===== src/hdl/tcc_pkg.sv =====
// Purpose: Shared constants and types for the 16-bit capture timer
// Assumes: 8-bit register port, byte offsets below
// Notes: All offsets and field positions live here, with the control, count and capture reset values
package tcc_pkg;

  // ==========================================================
  // Register offsets
  localparam logic [2:0] TCC_OFF_CTRL = 3'h0;
  localparam logic [2:0] TCC_OFF_CNT_LO = 3'h1;
  localparam logic [2:0] TCC_OFF_CNT_HI = 3'h2;
  localparam logic [2:0] TCC_OFF_CAP_LO = 3'h3;
  localparam logic [2:0] TCC_OFF_CAP_HI = 3'h4;
  localparam logic [2:0] TCC_OFF_MASK = 3'h5;
  localparam logic [2:0] TCC_OFF_FLAGS = 3'h6;
  localparam logic [2:0] TCC_OFF_AUX = 3'h7;

  // ==========================================================
  // Field positions
  localparam int TCC_MASK_CAP_BIT = 5;
  localparam int TCC_MASK_OVF_BIT = 0;
  localparam int TCC_FLAG_CAP_BIT = 5;
  localparam int TCC_FLAG_OVF_BIT = 0;
  localparam int TCC_AUX_CMP_BIT = 0;

  // ==========================================================
  // Reset values and counts
  localparam logic [7:0] TCC_CTRL_RESET = 8'h00;
  localparam logic [15:0] TCC_CNT_RESET = 16'h0000;
  localparam logic [15:0] TCC_CNT_MAX = 16'hffff;
  localparam logic [15:0] TCC_CAP_RESET = 16'h0000;
  localparam int TCC_FILTER_SAMPLES = 4;

  // ==========================================================
  // Clock source codes
  typedef enum logic [2:0] {
    TCC_CS_STOP = 3'b000,
    TCC_CS_SYS = 3'b001,
    TCC_CS_EXT_FALL = 3'b110,
    TCC_CS_EXT_RISE = 3'b111
  } tcc_clksel_type;

  // ==========================================================
  // Control register layout
  typedef struct packed {
    logic filterEnable;
    logic edgeRising;
    logic rsv5;
    logic clearOnMatch;
    logic rsv3;
    logic [2:0] clockSource;
  } tcc_ctrl_type;

  // Register port request
  typedef struct packed {
    logic [2:0] addr;
    logic [7:0] wrData;
    logic wrStrobe;
    logic rdStrobe;
  } tcc_bus_type;

endpackage


===== src/hdl/tcc_timer16.sv =====
// Purpose: 16-bit up counter with normal and clear-on-match modes and input capture
// Assumes: 50 MHz clk, synchronous active-low reset, pins asynchronous
// Notes: Notes on behaviour below
// Notes on behaviour
// Normal mode counts up forever, wrapping 0xFFFF to 0x0000.
// Normal mode sets overflow flag as count becomes zero; counting never clears it.
// Normal mode accepts counter writes anytime with no special handling.
// Clear-on-match mode clears counter when it equals the top register.
// Top register unbuffered; written below count, counter wraps through 0xFFFF first.
// Clear-on-match mode sets capture flag on each top match.
// Clear-on-match mode sets overflow flag when passing 0xFFFF to 0x0000.
// Filter enable bit 7 needs four equal samples, delaying capture four cycles.
// Edge select bit 6: zero falling, one rising capture edge.
// Capture edge copies counter to capture register and sets capture flag.
// Capture source is the pin or optionally the comparator output.
// In clear-on-match mode the capture input is disconnected.
// Clock select 000 stop, 001 system clock, 110/111 external falling/rising.
// External count pin clocks the counter regardless of its pin direction.
// Sixteen-bit registers move through one shared high-byte latch.
// Counter write suppresses compare match on the next timer tick.
// Mask bit 5 capture enable, bit 0 overflow enable; bits 7,6 read zero.
// Overflow flag clears on its vector or by writing one.
// Capture flag clears on its vector or by writing one.
// Counter write beats any clear or count in the same cycle.
// Interrupt requested only with global enable, mask bit and flag set.
// Capture and count inputs are synchronised before edge detection.
//
// Design decisions made here: the register addresses and the strobed register port.
`timescale 1ns/1ps
`default_nettype none

module tcc_timer16 (
  // Clock and reset
  input wire logic clk,
  input wire logic rst_b,
  // Register port
  input wire logic [2:0] regAddr,
  input wire logic [7:0] regWrData,
  input wire logic regWrStrobe,
  input wire logic regRdStrobe,
  output logic [7:0] regRdData,
  // Event pins and comparator
  input wire logic capturePin,
  input wire logic countPin,
  input wire logic comparatorOut,
  // Interrupt handshake
  input wire logic globalIrqEnable,
  input wire logic overflowVectorAck,
  input wire logic captureVectorAck,
  output logic overflowIrq,
  output logic captureIrq
);

  // ==========================================================
  // Request bundle
  tcc_pkg::tcc_bus_type bus;
  assign bus = '{addr: regAddr, wrData: regWrData, wrStrobe: regWrStrobe,
                 rdStrobe: regRdStrobe};

  // ==========================================================
  // Input synchronisers
  logic [2:0] syncA_reg;
  logic [2:0] syncB_reg;

  // Two flops per asynchronous input
  always_ff @(posedge clk) begin
    if (!rst_b) begin
      syncA_reg <= 3'h0;
      syncB_reg <= 3'h0;
    end else begin
      syncA_reg <= {comparatorOut, countPin, capturePin};
      syncB_reg <= syncA_reg;
    end
  end

  // ==========================================================
  // State
  tcc_pkg::tcc_ctrl_type ctrl_reg, ctrl_next;
  logic [15:0] count_reg, count_next;
  logic [15:0] capture_reg, capture_next;
  logic [7:0] temp_reg, temp_next;
  logic capIrqEn_reg, capIrqEn_next;
  logic ovfIrqEn_reg, ovfIrqEn_next;
  logic compSel_reg, compSel_next;
  logic ovfFlag_reg, ovfFlag_next;
  logic capFlag_reg, capFlag_next;
  logic blockMatch_reg, blockMatch_next;
  logic [3:0] filterHist_reg, filterHist_next;
  logic filterLevel_reg, filterLevel_next;
  logic capPrev_reg, capPrev_next;
  logic cntPinPrev_reg, cntPinPrev_next;
  logic [7:0] rdData_reg, rdData_next;
  logic ovfIrq_reg, ovfIrq_next;
  logic capIrq_reg, capIrq_next;

  // Decoded helpers
  logic capSource;
  logic capLevel;
  logic capEdge;
  logic tick;
  logic writeCount;
  logic topMatch;
  logic ovfEvent;
  logic capEvent;
  logic [7:0] flagWord;
  logic [7:0] maskWord;

  // ==========================================================
  // Capture path: source, filter and edge
  always_comb begin
    capSource = compSel_reg ? syncB_reg[2] : syncB_reg[0];
    filterHist_next = {filterHist_reg[2:0], capSource};
    filterLevel_next = filterLevel_reg;
    // Three stored samples plus the current one, so the filter adds four cycles, not five
    if (filterHist_next == 4'hf) begin
      filterLevel_next = 1'b1;
    end else if (filterHist_next == 4'h0) begin
      filterLevel_next = 1'b0;
    end
    capLevel = ctrl_reg.filterEnable ? filterLevel_reg : capSource;
    capPrev_next = capLevel;
    if (ctrl_reg.edgeRising) begin
      capEdge = capLevel && !capPrev_reg;
    end else begin
      capEdge = !capLevel && capPrev_reg;
    end
  end

  // ==========================================================
  // Timer clock enable
  always_comb begin
    cntPinPrev_next = syncB_reg[1];
    case (tcc_pkg::tcc_clksel_type'(ctrl_reg.clockSource))
      tcc_pkg::TCC_CS_SYS: begin
        tick = 1'b1;
      end
      tcc_pkg::TCC_CS_EXT_FALL: begin
        tick = cntPinPrev_reg && !syncB_reg[1];
      end
      tcc_pkg::TCC_CS_EXT_RISE: begin
        tick = !cntPinPrev_reg && syncB_reg[1];
      end
      default: begin
        tick = 1'b0;
      end
    endcase
  end

  // ==========================================================
  // Counter, capture register and flags
  always_comb begin
    writeCount = bus.wrStrobe && (bus.addr == tcc_pkg::TCC_OFF_CNT_LO);
    // Top compare is plain equality, so a low top is missed until wrap
    topMatch = ctrl_reg.clearOnMatch && (count_reg == capture_reg) && !blockMatch_reg;
    ovfEvent = 1'b0;
    capEvent = 1'b0;
    count_next = count_reg;
    blockMatch_next = blockMatch_reg;
    capture_next = capture_reg;
    if (writeCount) begin
      count_next = {temp_reg, bus.wrData};
      blockMatch_next = 1'b1;
    end else if (tick) begin
      blockMatch_next = 1'b0;
      if (topMatch) begin
        count_next = tcc_pkg::TCC_CNT_RESET;
        capEvent = 1'b1;
      end else begin
        count_next = count_reg + 16'h0001;
      end
      if (count_reg == tcc_pkg::TCC_CNT_MAX) begin
        ovfEvent = 1'b1;
      end
    end
    // Capture only while the capture register is not the top
    if (!ctrl_reg.clearOnMatch && capEdge) begin
      capture_next = count_reg;
      capEvent = 1'b1;
    end else if (ctrl_reg.clearOnMatch && bus.wrStrobe &&
                 bus.addr == tcc_pkg::TCC_OFF_CAP_LO) begin
      capture_next = {temp_reg, bus.wrData};
    end
    // Set wins over clear
    ovfFlag_next = ovfFlag_reg;
    if (overflowVectorAck || (bus.wrStrobe && bus.addr == tcc_pkg::TCC_OFF_FLAGS &&
        bus.wrData[tcc_pkg::TCC_FLAG_OVF_BIT])) begin
      ovfFlag_next = 1'b0;
    end
    if (ovfEvent) begin
      ovfFlag_next = 1'b1;
    end
    capFlag_next = capFlag_reg;
    if (captureVectorAck || (bus.wrStrobe && bus.addr == tcc_pkg::TCC_OFF_FLAGS &&
        bus.wrData[tcc_pkg::TCC_FLAG_CAP_BIT])) begin
      capFlag_next = 1'b0;
    end
    if (capEvent) begin
      capFlag_next = 1'b1;
    end
    ovfIrq_next = globalIrqEnable && ovfIrqEn_reg && ovfFlag_reg;
    capIrq_next = globalIrqEnable && capIrqEn_reg && capFlag_reg;
  end

  // ==========================================================
  // Register port: writes, reads and high-byte latch
  always_comb begin
    flagWord = 8'h00;
    flagWord[tcc_pkg::TCC_FLAG_CAP_BIT] = capFlag_reg;
    flagWord[tcc_pkg::TCC_FLAG_OVF_BIT] = ovfFlag_reg;
    maskWord = 8'h00;
    maskWord[tcc_pkg::TCC_MASK_CAP_BIT] = capIrqEn_reg;
    maskWord[tcc_pkg::TCC_MASK_OVF_BIT] = ovfIrqEn_reg;
    ctrl_next = ctrl_reg;
    capIrqEn_next = capIrqEn_reg;
    ovfIrqEn_next = ovfIrqEn_reg;
    compSel_next = compSel_reg;
    temp_next = temp_reg;
    rdData_next = 8'h00;
    if (bus.wrStrobe) begin
      case (bus.addr)
        tcc_pkg::TCC_OFF_CTRL: begin
          ctrl_next = tcc_pkg::tcc_ctrl_type'(bus.wrData);
          ctrl_next.rsv5 = 1'b0;
          ctrl_next.rsv3 = 1'b0;
        end
        tcc_pkg::TCC_OFF_CNT_HI, tcc_pkg::TCC_OFF_CAP_HI: begin
          temp_next = bus.wrData;
        end
        tcc_pkg::TCC_OFF_MASK: begin
          capIrqEn_next = bus.wrData[tcc_pkg::TCC_MASK_CAP_BIT];
          ovfIrqEn_next = bus.wrData[tcc_pkg::TCC_MASK_OVF_BIT];
        end
        tcc_pkg::TCC_OFF_AUX: begin
          compSel_next = bus.wrData[tcc_pkg::TCC_AUX_CMP_BIT];
        end
        default: begin
          temp_next = temp_reg;
        end
      endcase
    end else if (bus.rdStrobe) begin
      case (bus.addr)
        tcc_pkg::TCC_OFF_CTRL: begin
          rdData_next = ctrl_reg;
        end
        tcc_pkg::TCC_OFF_CNT_LO: begin
          rdData_next = count_reg[7:0];
          temp_next = count_reg[15:8];
        end
        tcc_pkg::TCC_OFF_CAP_LO: begin
          rdData_next = capture_reg[7:0];
          temp_next = capture_reg[15:8];
        end
        tcc_pkg::TCC_OFF_CNT_HI, tcc_pkg::TCC_OFF_CAP_HI: begin
          rdData_next = temp_reg;
        end
        tcc_pkg::TCC_OFF_MASK: begin
          rdData_next = maskWord;
        end
        tcc_pkg::TCC_OFF_FLAGS: begin
          rdData_next = flagWord;
        end
        default: begin
          rdData_next = {7'h00, compSel_reg};
        end
      endcase
    end
  end

  // ==========================================================
  // State registers
  always_ff @(posedge clk) begin
    if (!rst_b) begin
      ctrl_reg <= tcc_pkg::tcc_ctrl_type'(tcc_pkg::TCC_CTRL_RESET);
      count_reg <= tcc_pkg::TCC_CNT_RESET;
      capture_reg <= tcc_pkg::TCC_CAP_RESET;
      temp_reg <= 8'h00;
      capIrqEn_reg <= 1'b0;
      ovfIrqEn_reg <= 1'b0;
      compSel_reg <= 1'b0;
      ovfFlag_reg <= 1'b0;
      capFlag_reg <= 1'b0;
      blockMatch_reg <= 1'b0;
      filterHist_reg <= 4'h0;
      filterLevel_reg <= 1'b0;
      capPrev_reg <= 1'b0;
      cntPinPrev_reg <= 1'b0;
      rdData_reg <= 8'h00;
      ovfIrq_reg <= 1'b0;
      capIrq_reg <= 1'b0;
    end else begin
      ctrl_reg <= ctrl_next;
      count_reg <= count_next;
      capture_reg <= capture_next;
      temp_reg <= temp_next;
      capIrqEn_reg <= capIrqEn_next;
      ovfIrqEn_reg <= ovfIrqEn_next;
      compSel_reg <= compSel_next;
      ovfFlag_reg <= ovfFlag_next;
      capFlag_reg <= capFlag_next;
      blockMatch_reg <= blockMatch_next;
      filterHist_reg <= filterHist_next;
      filterLevel_reg <= filterLevel_next;
      capPrev_reg <= capPrev_next;
      cntPinPrev_reg <= cntPinPrev_next;
      rdData_reg <= rdData_next;
      ovfIrq_reg <= ovfIrq_next;
      capIrq_reg <= capIrq_next;
    end
  end

  // Outputs straight from flops
  assign regRdData = rdData_reg;
  assign overflowIrq = ovfIrq_reg;
  assign captureIrq = capIrq_reg;

endmodule

`default_nettype wire


===== config.mk =====
export PLATFORM = sky130hd
export DESIGN_NAME = tcc_timer16
export DESIGN_NICKNAME = d
export VERILOG_FILES = /design/src/hdl/tcc_pkg.sv /design/src/hdl/tcc_timer16.sv
export SDC_FILE = /design/constraint.sdc
export NUM_CORES = 1
export LEC_CHECK = 0
export BUFFER_PORTS_ARGS = -buffer_cell sky130_fd_sc_hd__buf_2
export CORE_ASPECT_RATIO = 0.8
export CORE_MARGIN = 2
export CORE_UTILIZATION = 55
export CTS_CLUSTER_DIAMETER = 40
export CTS_CLUSTER_SIZE = 8
export DETAILED_ROUTE_END_ITERATION = 7
export GPL_TIMING_DRIVEN = 0
export HOLD_SLACK_MARGIN = 0.05
export PLACE_DENSITY_LB_ADDON = 0.2
export SETUP_SLACK_MARGIN = 0.1
export SLEW_MARGIN = 20
export SYNTH_ARGS = -nofsm -noshare
export SYNTH_HDL_FRONTEND = slang
export SYNTH_SLANG_ARGS = --single-unit

===== constraint.sdc =====
create_clock -name clk -period 2.8 [get_ports clk]
set_input_delay 0.56 -clock clk [delete_from_list [all_inputs] [get_ports clk]]
set_output_delay 0.56 -clock clk [all_outputs]
set_load 0.05 [all_outputs]

==> results.md, run 1 <==
* **outcome** finished clean
* **cell internal power dissipation** 1.680 mW
* **leakage power** 1.703 nW
* **source-to-sink clock delay at the later pin of the worst-skew pair** 0.35 ns
* **cell count after synthesis** 435
* **dominant delay contributor by cell family on the critical path** simple AND/OR/NAND/NOR gates
* **mean cell area of the mapped netlist** 8.770 sq um
* **# nets final** 494
* **antenna cells** 0
* **full die area** 7623 sq um
* **min-delay worst type** in -> reg
* **# Post-CTS Setup Buffers** 0
* **maximum achievable frequency** 431.5 MHz
* **clock tree from TritonCTS** done
* **biggest area consumer among synthesized cells** sky130_fd_sc_hd__dfxtp_1
* **vias per cell** 5.996
* **GP Congestion** 0.9162
* **number of gates given a new drive strength after cts** 0
* **r2r worst-path depth** 7
* **total wire length after detailed routing** 10340 um
* **synthesized netlist net count** 457
* **Required @ worst endpoint** 3.02 ns
* **DP HPWL** 7659 um
* **prevailing post-synth register cell** sky130_fd_sc_hd__dfxtp_1
* **Post-synth EDFFs** 0
* **die span in y** 78.49 um
* **Worst-Margin Slew** 0.6059 ns
* **Sum Neg Setup Slack** 0 ns
* **Hold Path Stages** 2
* **Max transition margin** 0.5943
* **sink count of the clock tree** 74
* **share of cells above drive strength 1** 0.1635
* **Setup Slack @ Placement** 0.5009 ns
* **worst-case setup margin in the final layout** 0.4824 ns
* **Unique masters post-synth** 58
* **clock network fraction of total power** 0.412
* **number of storage elements in the synthesis netlist** 74
* **total CTS buffers** 9
* **Pre-antenna DRT Iters** 6
* **H-Tree Depth** 3
* **global-route wire length before repair** 16560 um
* **critical path's slowest cell** sky130_fd_sc_hd__nor4b_2
* **number of global-route vias before repair** 3122
* **number of rows in the core area** 27
* **ordered cell list for the critical path** clkbuf_1 -> xnor2_1 -> nand4_1 -> nor4b_2 -> nand2_1 -> o21bai_2 -> o21ai_0
* **critical path arrival** 2.54 ns
* **Fin Clk Skew** 0.009169 ns
* **top post-synthesis cells by area** sky130_fd_sc_hd__dfxtp_1 (39%), sky130_fd_sc_hd__mux2i_1 (10%), sky130_fd_sc_hd__nor2_1 (5.7%)
* **final count of pins violating max slew** 0
* **setup repair after global routing missed its margin** false
* **async set or reset register ratio after synthesis** 0
* **proportion of power drawn by flip-flops and latches** 0.494
* **number of buffer and inverter stages on the critical path** 1
* **number of hold-repair buffers added at the cts stage** 0
* **Levels on crit path** 7
* **cell area power density** 522.4 nW/um^2
* **starting density of the core** 0.5618
* **antenna-violating nets left** 0
* **Total Power Consumption** 2.232 mW
* **overall track demand over capacity in global routing** 0.2807
* **biggest fanout along the worst timing path** 9
* **DRT iter0 DRCs** 424
* **count of buffers inserted at the top-level ports** 26
* **final count of hold timing violations** 0
* **count of warnings emitted by yosys** 0
* **antenna violations before repair** 0
* **Area Growth Syn to Fin** 12.00%
* **pin count of the biggest net entering global routing** 13
* **# setup viols final** 0
* **summed instance area of the synthesized netlist** 3815 sq um
* **overflow left after global routing** 0
* **crit-path max cell delay** 0.51 ns
* **top cells by count, synth** sky130_fd_sc_hd__dfxtp_1 (74), sky130_fd_sc_hd__nor2_1 (58), sky130_fd_sc_hd__nand2_1 (43), sky130_fd_sc_hd__mux2i_1 (39), sky130_fd_sc_hd__o21ai_0 (29)
* **element type at the critical path end** register
* **fraction of synthesized cell area taken by the top area cell type** 0.3883
* **clk buf depth** 2
* **Startpoint Class** register
* **via count** 3382
* **switching part of the total** 0.2474
* **Max-Cap Viols** 0
* **number of DRC violations after detailed routing** 0
* **most instantiated library cell after synthesis** sky130_fd_sc_hd__dfxtp_1
* **core utilization of the finished layout** 0.6293
* **Routed WL per cell** 18.34 um
* **CTS clock-pin slew for the worst setup and hold paths** 0.08 ns
* **ports placed on the boundary** 31
* **width of the die** 97.12 um
* **final critical delay including setup and external delays** 2.318 ns
* **area of the placeable core** 6790 sq um
* **post-route clock period utilization** 0.8277
* **root buffer selected by CTS** sky130_fd_sc_hd__clkbuf_8
* **startpoint-to-endpoint class of the critical path** reg -> reg
* **net switching power** 0.5523 mW
* **Combinational Power Share** 0.094
* **share of synthesized area occupied by flip-flops and latches** 0.3883
* **largest voltage drop on the vdd net** 0.3973 mV
-- worst register-to-register path: cells and delay by family, from the launching register on --
kind | cells | cell delay (ns)
buffers and inverters | 1 | 0.29
AND/OR/NAND/NOR | 3 | 0.89
XOR/XNOR | 1 | 0.17
flip-flops | 1 | 0.31
AO/OA/AOI/OAI | 2 | 0.53
-- logic make-up after synthesis --
group | share of synthesized area
flops | 0.3883
simple gates | 0.2296
buf+inv | 0.04756
mux | 0.1276
fa+ha+maj | 0.003279
compound gates | 0.1417
xor+xnor | 0.06199
-- metrics by stage --
stage	area, sq um	hold slack, ns	cells
3_3_place_gp	4054	0.4139	548
5_1_grt	4273	0.3950	564
4_1_cts	4273	0.3999	564
3_5_place_dp	4054	0.4210	548
2_1_floorplan	3815	0.4119	435
6_report	4273	0.4104	564
-- placed cells by master (no fill, tap or decap), types with 14 or more instances in the layout --
cell type and instances:
sky130_fd_sc_hd__dfxtp_1 74, sky130_fd_sc_hd__nor2_1 58, sky130_fd_sc_hd__nand2_1 43, sky130_fd_sc_hd__mux2i_1 39, sky130_fd_sc_hd__buf_2 36, sky130_fd_sc_hd__o21ai_0 29, sky130_fd_sc_hd__xnor2_1 19, sky130_fd_sc_hd__clkbuf_1 14
sky130_fd_sc_hd__nand4_1 14, sky130_fd_sc_hd__a211oi_1 14
-- power by group through the flow --
stage               clock [mW]  combinational (mW)  sequential, mW
floorplan                    0               0.143            1.12
global placement             0               0.202            1.12
detailed placement           0               0.206            1.12
CTS                      0.935               0.207            1.10
global route             0.987               0.230            1.10
finish                   0.921               0.210            1.10
-- path summary, 6_finish.rpt --
kind,end,start,slack [ns]
max,count_reg[6]$_SDFFE_PN0P_,count_reg[15]$_SDFFE_PN0P_,0.48
min,syncA_reg[2]$_SDFF_PN0_,comparatorOut,0.41
max reg2reg,count_reg[6]$_SDFFE_PN0P_,count_reg[15]$_SDFFE_PN0P_,0.48
min reg2reg,syncB_reg[1]$_SDFF_PN0_,syncA_reg[1]$_SDFF_PN0_,0.44
-- area by class of cell --
cell class | instances | area, sq um
tap | 87 | 108.9
inverter | 4 | 15.01
multi-input combinational | 326 | 2152
fill | 617 | 2517
clock inverter | 5 | 77.57
timing repair buffer | 26 | 130.1
buffer | 31 | 166.4
sequential | 74 | 1481
clock buffer | 11 | 141.4
-- routing by layer --
| layer | wire (um) | up-vias | global-route usage |
|---|---|---|---|
| li1 | - | 1605 | - |
| met1 | 4687 | 1589 | 0.4033 |
| met2 | 4322 | 164 | 0.4007 |
| met3 | 1063 | 24 | 0.07480 |
| met4 | 267 | 0 | 0.1085 |
| met5 | 0 | - | 0 |
No activity file was read; power rests on OpenSTA's default activity.
==> inputs of run 2 (changes only) <==
Clock period 2.8 ns to 2.29 ns, I/O delays scaled along.
==> run 2 against run 1 <==
Against the previous run:
- clock-buffer cell count unchanged
- utilization up 0.42 points
- worst hold slack worse by 0.11 ns
- clock power up 23%
- largest cell class unchanged
==> results.md, run 2 (same netlist as run 1, synthesis figures left out) <==
* **pin count of the biggest net entering global routing** 13, unchanged
* **Max-Cap Viols** 0, unchanged
* **global-route wire length before repair** 16560 um, unchanged
* **total CTS buffers** 9, unchanged
* **antenna-violating nets left** 0, unchanged
* **clock tree from TritonCTS** done
* **share of cells above drive strength 1** 0.1698, +0.006289
* **sink count of the clock tree** 74, unchanged
* **cell area power density** 637.3 nW/um^2, +22%
* **largest voltage drop on the vdd net** 0.4995 mV, +26%
* **CTS clock-pin slew for the worst setup and hold paths** 0.09 ns, about the same
* **post-placement cell count** 548, unchanged
* **antenna cells** 0, unchanged
* **leakage power** 1.709 nW, +0.38%
* **Sum Neg Setup Slack** 0 ns, unchanged
* **startpoint-to-endpoint class of the critical path** reg -> reg
* **min-delay worst type** in -> reg
* **maximum achievable frequency** 488.7 MHz, +13%
* **GP Congestion** 0.9162, unchanged
* **proportion of power drawn by flip-flops and latches** 0.491, -0.003
* **total wire length after detailed routing** 10400 um, +0.54%
* **number of cells in the finished layout apart from fillers** 564, unchanged
* **vias per cell** 6.051, +0.92%
* **full die area** 7623 sq um, unchanged
* **element type at the critical path end** register
* **ports placed on the boundary** 31, unchanged
* **Startpoint Class** register
* **final count of pins violating max slew** 0, unchanged
* **Pre-antenna DRT Iters** 5, -1
* **count of buffers inserted at the top-level ports** 26, unchanged
* **commonest cells after routing, fill and taps aside** sky130_fd_sc_hd__dfxtp_1 (74), sky130_fd_sc_hd__nor2_1 (58), sky130_fd_sc_hd__nand2_1 (43)
* **number of filler instances in the final layout** 610, -1.1%
* **area of the placeable core** 6790 sq um, unchanged
* **overall track demand over capacity in global routing** 0.2807, unchanged
* **Combinational Power Share** 0.096, +0.002
* **starting density of the core** 0.5618, unchanged
* **die span in y** 78.49 um, unchanged
* **number of rows in the core area** 27, unchanged
* **switching part of the total** 0.2497, +0.002316
* **most common library cell in the layout ignoring fill and taps** sky130_fd_sc_hd__dfxtp_1
* **width of the die** 97.12 um, unchanged
* **critical path arrival** 2.27 ns, -0.27 ns
* **Worst-Margin Slew** 0.6041 ns, -0.001840 ns
* **DP HPWL** 7659 um, unchanged
* **via count** 3413, +0.92%
* **final count of hold timing violations** 0, unchanged
* **root buffer selected by CTS** sky130_fd_sc_hd__clkbuf_8
* **biggest fanout along the worst timing path** 9, unchanged
* **Routed WL per cell** 18.43 um, +0.54%
* **# nets final** 494, unchanged
* **H-Tree Depth** 3, unchanged
* **source-to-sink clock delay at the later pin of the worst-skew pair** 0.36 ns, about the same
* **Max transition margin** 0.5955, +0.001232
* **Total Power Consumption** 2.742 mW, +23%
* **Required @ worst endpoint** 2.52 ns, -0.50 ns
* **number of DRC violations after detailed routing** 0, unchanged
* **antenna violations before repair** 0, unchanged
* **clk buf depth** 2, unchanged
* **number of global-route vias before repair** 3122, unchanged
* **Fin Clk Skew** 0.01413 ns, +0.004961 ns
* **# setup viols final** 0, unchanged
* **cell internal power dissipation** 2.057 mW, +22%
* **Area Growth Syn to Fin** 12.76%
* **overflow left after global routing** 0, unchanged
* **post-route clock period utilization** 0.8935, +0.06580
* **final critical delay including setup and external delays** 2.046 ns, -0.2715 ns
* **DRT iter0 DRCs** 325, -23%
* **setup repair after global routing missed its margin** false
* **net switching power** 0.6847 mW, +24%
* **WHS** 0.3008 ns, -0.1096 ns
* **outcome** finished clean
* **clock network fraction of total power** 0.412, about the same
* **core utilization of the finished layout** 0.6335, +0.004238
## run 2: changes by cell type in the layout (fill, tap and decap cells not counted)
cell / delta
sky130_fd_sc_hd__clkbuf_1: -1
sky130_fd_sc_hd__clkbuf_2: +1
sky130_fd_sc_hd__nor3_1: -1
sky130_fd_sc_hd__nor3_2: +1
sky130_fd_sc_hd__nor4_1: -1
sky130_fd_sc_hd__nor4_2: +1
sky130_fd_sc_hd__nor4b_2: -1
sky130_fd_sc_hd__nor4b_4: +1
sky130_fd_sc_hd__o21bai_2: -1
sky130_fd_sc_hd__o21bai_4: +1
## run 2: cell type report
cell class                 instances  area, sq um  share of cell area
clock inverter                     5        77.57             0.01803
tap                               87        108.9             0.02531
multi-input combinational        326         2180              0.5067
clock buffer                      11        141.4             0.03287
inverter                           4        15.01            0.003490
timing repair buffer              26        130.1             0.03025
buffer                            31        167.7             0.03898
sequential                        74         1481              0.3444
## run 2: power groups by stage
| stage | registers, mW | logic [mW] | clock network, mW |
|---|---|---|---|
| 6_report | 1.35 | 0.263 | 1.13 |
| 5_1_grt | 1.35 | 0.287 | 1.21 |
| 4_1_cts | 1.35 | 0.254 | 1.14 |
| 3_5_place_dp | 1.38 | 0.252 | 0 |
| 3_3_place_gp | 1.37 | 0.246 | 0 |
| 2_1_floorplan | 1.37 | 0.174 | 0 |
## run 2: repair_timing
item | in CTS | in global routing
hold buffers | 0 | 0
endpoints found under the setup margin | 9 | 10
resized for setup | 1 | 5
setup buffers | 0 | 0
## run 2: metal layers
metal  global-route usage  vias to the layer above  routed length, um
li1                     -                     1600                  -
met1               0.4033                     1604               4772
met2               0.4007                      185               4361
met3              0.07480                       24                977
met4               0.1085                        0                285
met5                    0                        -                  0
## run 2: final timing paths
check	startpoint	endpoint	slack (ns)	depth (start not counted)
max	count_reg[1]$_SDFFE_PN0P_	count_reg[6]$_SDFFE_PN0P_	0.24	6
min	countPin	syncA_reg[1]$_SDFF_PN0_	0.30	2
max reg2reg	count_reg[1]$_SDFFE_PN0P_	count_reg[6]$_SDFFE_PN0P_	0.24	6
min reg2reg	syncA_reg[1]$_SDFF_PN0_	syncB_reg[1]$_SDFF_PN0_	0.44	1
## run 2: per-stage QoR
stage                     cell area, sq um  worst slack (ns)
after floorplan                       3815            0.5002
after global placement                4054            0.1334
after detailed placement              4054           0.05693
after CTS                             4282            0.1408
after global routing                  4302            0.1021
final                                 4302            0.2438
## run 2: worst max-delay path, cell delays in order (launching register included)
cell                       delay (ns)
sky130_fd_sc_hd__dfxtp_1         0.54
sky130_fd_sc_hd__xnor2_1         0.16
sky130_fd_sc_hd__nand4_1         0.16
sky130_fd_sc_hd__nor4b_4         0.39
sky130_fd_sc_hd__nand2_1         0.26
sky130_fd_sc_hd__o21bai_4        0.27
sky130_fd_sc_hd__o21ai_0         0.13
==> inputs of run 3 (changes only) <==
Settings changed: CTS_BUF_LIST set to sky130_fd_sc_hd__clkbuf_8, SLEW_MARGIN 20 to not set.
==> run 3 against run 2 <==
Against the previous run:
- via count grew 0.18%
- power shrank 0.11%
- worst hold slack hardly changed
- critical path type unchanged
- highest routed layer unchanged
==> results.md, run 3 (same netlist as run 1, synthesis figures left out) <==
* **Sum Neg Setup Slack** 0 ns, unchanged
* **final count of pins violating max slew** 0, unchanged
* **Finished Cell Area** 4302 sq um, unchanged
* **combined area of the multi-input logic cells** 2180 sq um, unchanged
* **Max-Cap Viols** 0, unchanged
* **WHS** 0.3005 ns, -0.0003270 ns
* **area of all sequential standard cells** 1481 sq um, unchanged
* **setup slack on the worst flop-to-flop path** 0.24 ns, about the same
* **post-route clock period utilization** 0.8952, +0.001692
* **count of buffers inserted at the top-level ports** 26, unchanged
* **Max transition margin** 0.5945, -0.001052
* **Required @ worst endpoint** 2.52 ns, about the same
* **area of the placeable core** 6790 sq um, unchanged
* **net switching power** 0.6860 mW, +0.20%
* **number of filler instances in the final layout** 610, unchanged
* **Routed WL per cell** 18.48 um, +0.22%
* **clk buf depth** 2, unchanged
* **pin count of the biggest net entering global routing** 13, unchanged
* **Startpoint Class** register
* **Fin Clk Skew** 0.01402 ns, -0.0001070 ns
* **element type at the critical path end** register
* **overall track demand over capacity in global routing** 0.2807, unchanged
* **startpoint-to-endpoint class of the critical path** reg -> reg
* **starting density of the core** 0.5618, unchanged
* **number of rows in the core area** 27, unchanged
* **Combinational Power Share** 0.096, about the same
* **core utilization of the finished layout** 0.6335, unchanged
* **global-route wire length before repair** 16560 um, unchanged
* **sink count of the clock tree** 74, unchanged
* **die span in y** 78.49 um, unchanged
* **cell area power density** 636.6 nW/um^2, -0.11%
* **clock tree from TritonCTS** done
* **commonest cells after routing, fill and taps aside** sky130_fd_sc_hd__dfxtp_1 (74), sky130_fd_sc_hd__nor2_1 (58), sky130_fd_sc_hd__nand2_1 (43)
* **maximum achievable frequency** 487.8 MHz, -0.19%
* **Area Growth Syn to Fin** 12.76%, unchanged
* **# setup viols final** 0, unchanged
* **biggest fanout along the worst timing path** 9, unchanged
* **# nets final** 494, unchanged
* **cell internal power dissipation** 2.053 mW, -0.22%
* **Pre-antenna DRT Iters** 5, unchanged
* **vias per cell** 6.062, +0.18%
* **antenna cells** 0, unchanged
* **final count of hold timing violations** 0, unchanged
* **final critical delay including setup and external delays** 2.050 ns, +0.003874 ns
* **number of hold-repair buffers added at the cts stage** 0, unchanged
* **outcome** finished clean
* **total CTS buffers** 9, unchanged
* **Worst-Margin Slew** 0.6056 ns, +0.001571 ns
* **largest voltage drop on the vdd net** 0.4992 mV, about the same
* **min-delay worst type** in -> reg
* **source-to-sink clock delay at the later pin of the worst-skew pair** 0.36 ns, about the same
* **via count** 3419, +0.18%
* **CTS clock-pin slew for the worst setup and hold paths** 0.09 ns, about the same
* **total wire length after detailed routing** 10420 um, +0.22%
* **GP Congestion** 0.9162, unchanged
* **overflow left after global routing** 0, unchanged
* **share of cells above drive strength 1** 0.1698, unchanged
* **DRT iter0 DRCs** 325, unchanged
* **cell area reported after detailed placement** 4054 sq um, unchanged
* **switching part of the total** 0.2505, +0.0007815
* **ports placed on the boundary** 31, unchanged
* **critical path arrival** 2.28 ns, about the same
* **DP HPWL** 7659 um, unchanged
* **antenna-violating nets left** 0, unchanged
* **H-Tree Depth** 3, unchanged
* **setup repair after global routing missed its margin** false
* **number of global-route vias before repair** 3122, unchanged
* **leakage power** 1.713 nW, +0.24%
* **full die area** 7623 sq um, unchanged
* **clock network fraction of total power** 0.412, about the same
* **antenna violations before repair** 0, unchanged
* **width of the die** 97.12 um, unchanged
* **most common library cell in the layout ignoring fill and taps** sky130_fd_sc_hd__dfxtp_1
* **number of DRC violations after detailed routing** 0, unchanged
* **proportion of power drawn by flip-flops and latches** 0.492, about the same
* **root buffer selected by CTS** sky130_fd_sc_hd__clkbuf_8
## run 3: routing by layer
metal	vias up	GRT usage	wire [um]
li1	1600	-	-
met1	1611	0.4033	4779
met2	182	0.4007	4347
met3	26	0.07480	984
met4	0	0.1085	308
met5	-	0	0
## run 3: cell type report
cell class	count	share of cell area
clock buffer	10	0.03200
timing repair buffer	26	0.03025
clock inverter	6	0.01891
tap	87	0.02531
sequential	74	0.3444
multi-input combinational	326	0.5067
buffer	31	0.03898
inverter	4	0.003490
## run 3: path summary, 6_finish.rpt
kind / startpoint / to / depth (start not counted)
max: count_reg[1]$_SDFFE_PN0P_ / count_reg[6]$_SDFFE_PN0P_ / 6
min: countPin / syncA_reg[1]$_SDFF_PN0_ / 2
max reg2reg: count_reg[1]$_SDFFE_PN0P_ / count_reg[6]$_SDFFE_PN0P_ / 6
min reg2reg: syncA_reg[1]$_SDFF_PN0_ / syncB_reg[1]$_SDFF_PN0_ / 1
## run 3: repair_timing
| item | in CTS | in global routing |
|---|---|---|
| setup endpoints to repair | 9 | 10 |
| pin swaps | 0 | 0 |
| buffers inserted | 0 | 0 |
| resized for setup | 1 | 5 |
## run 3: stage by stage
step / instances / worst slack (ns) / power, mW
6_report: 564 / 0.2399 / 2.739
3_5_place_dp: 548 / 0.05693 / 1.627
5_1_grt: 564 / 0.1020 / 2.838
2_1_floorplan: 435 / 0.5002 / 1.543
4_1_cts: 564 / 0.1408 / 2.740
3_3_place_gp: 548 / 0.1334 / 1.620
## run 3: critical path: stages, from the launching register on
cell,delay [ns]
sky130_fd_sc_hd__dfxtp_1,0.54
sky130_fd_sc_hd__xnor2_1,0.16
sky130_fd_sc_hd__nand4_1,0.16
sky130_fd_sc_hd__nor4b_4,0.39
sky130_fd_sc_hd__nand2_1,0.26
sky130_fd_sc_hd__o21bai_4,0.27
sky130_fd_sc_hd__o21ai_0,0.13
## run 3: power by group through the flow
stage          logic (mW)  clock network (mW)  registers [mW]
3_3_place_gp        0.246                   0            1.37
3_5_place_dp        0.252                   0            1.38
2_1_floorplan       0.174                   0            1.37
4_1_cts             0.254                1.14            1.35
5_1_grt             0.287                1.20            1.35
6_report            0.264                1.13            1.35
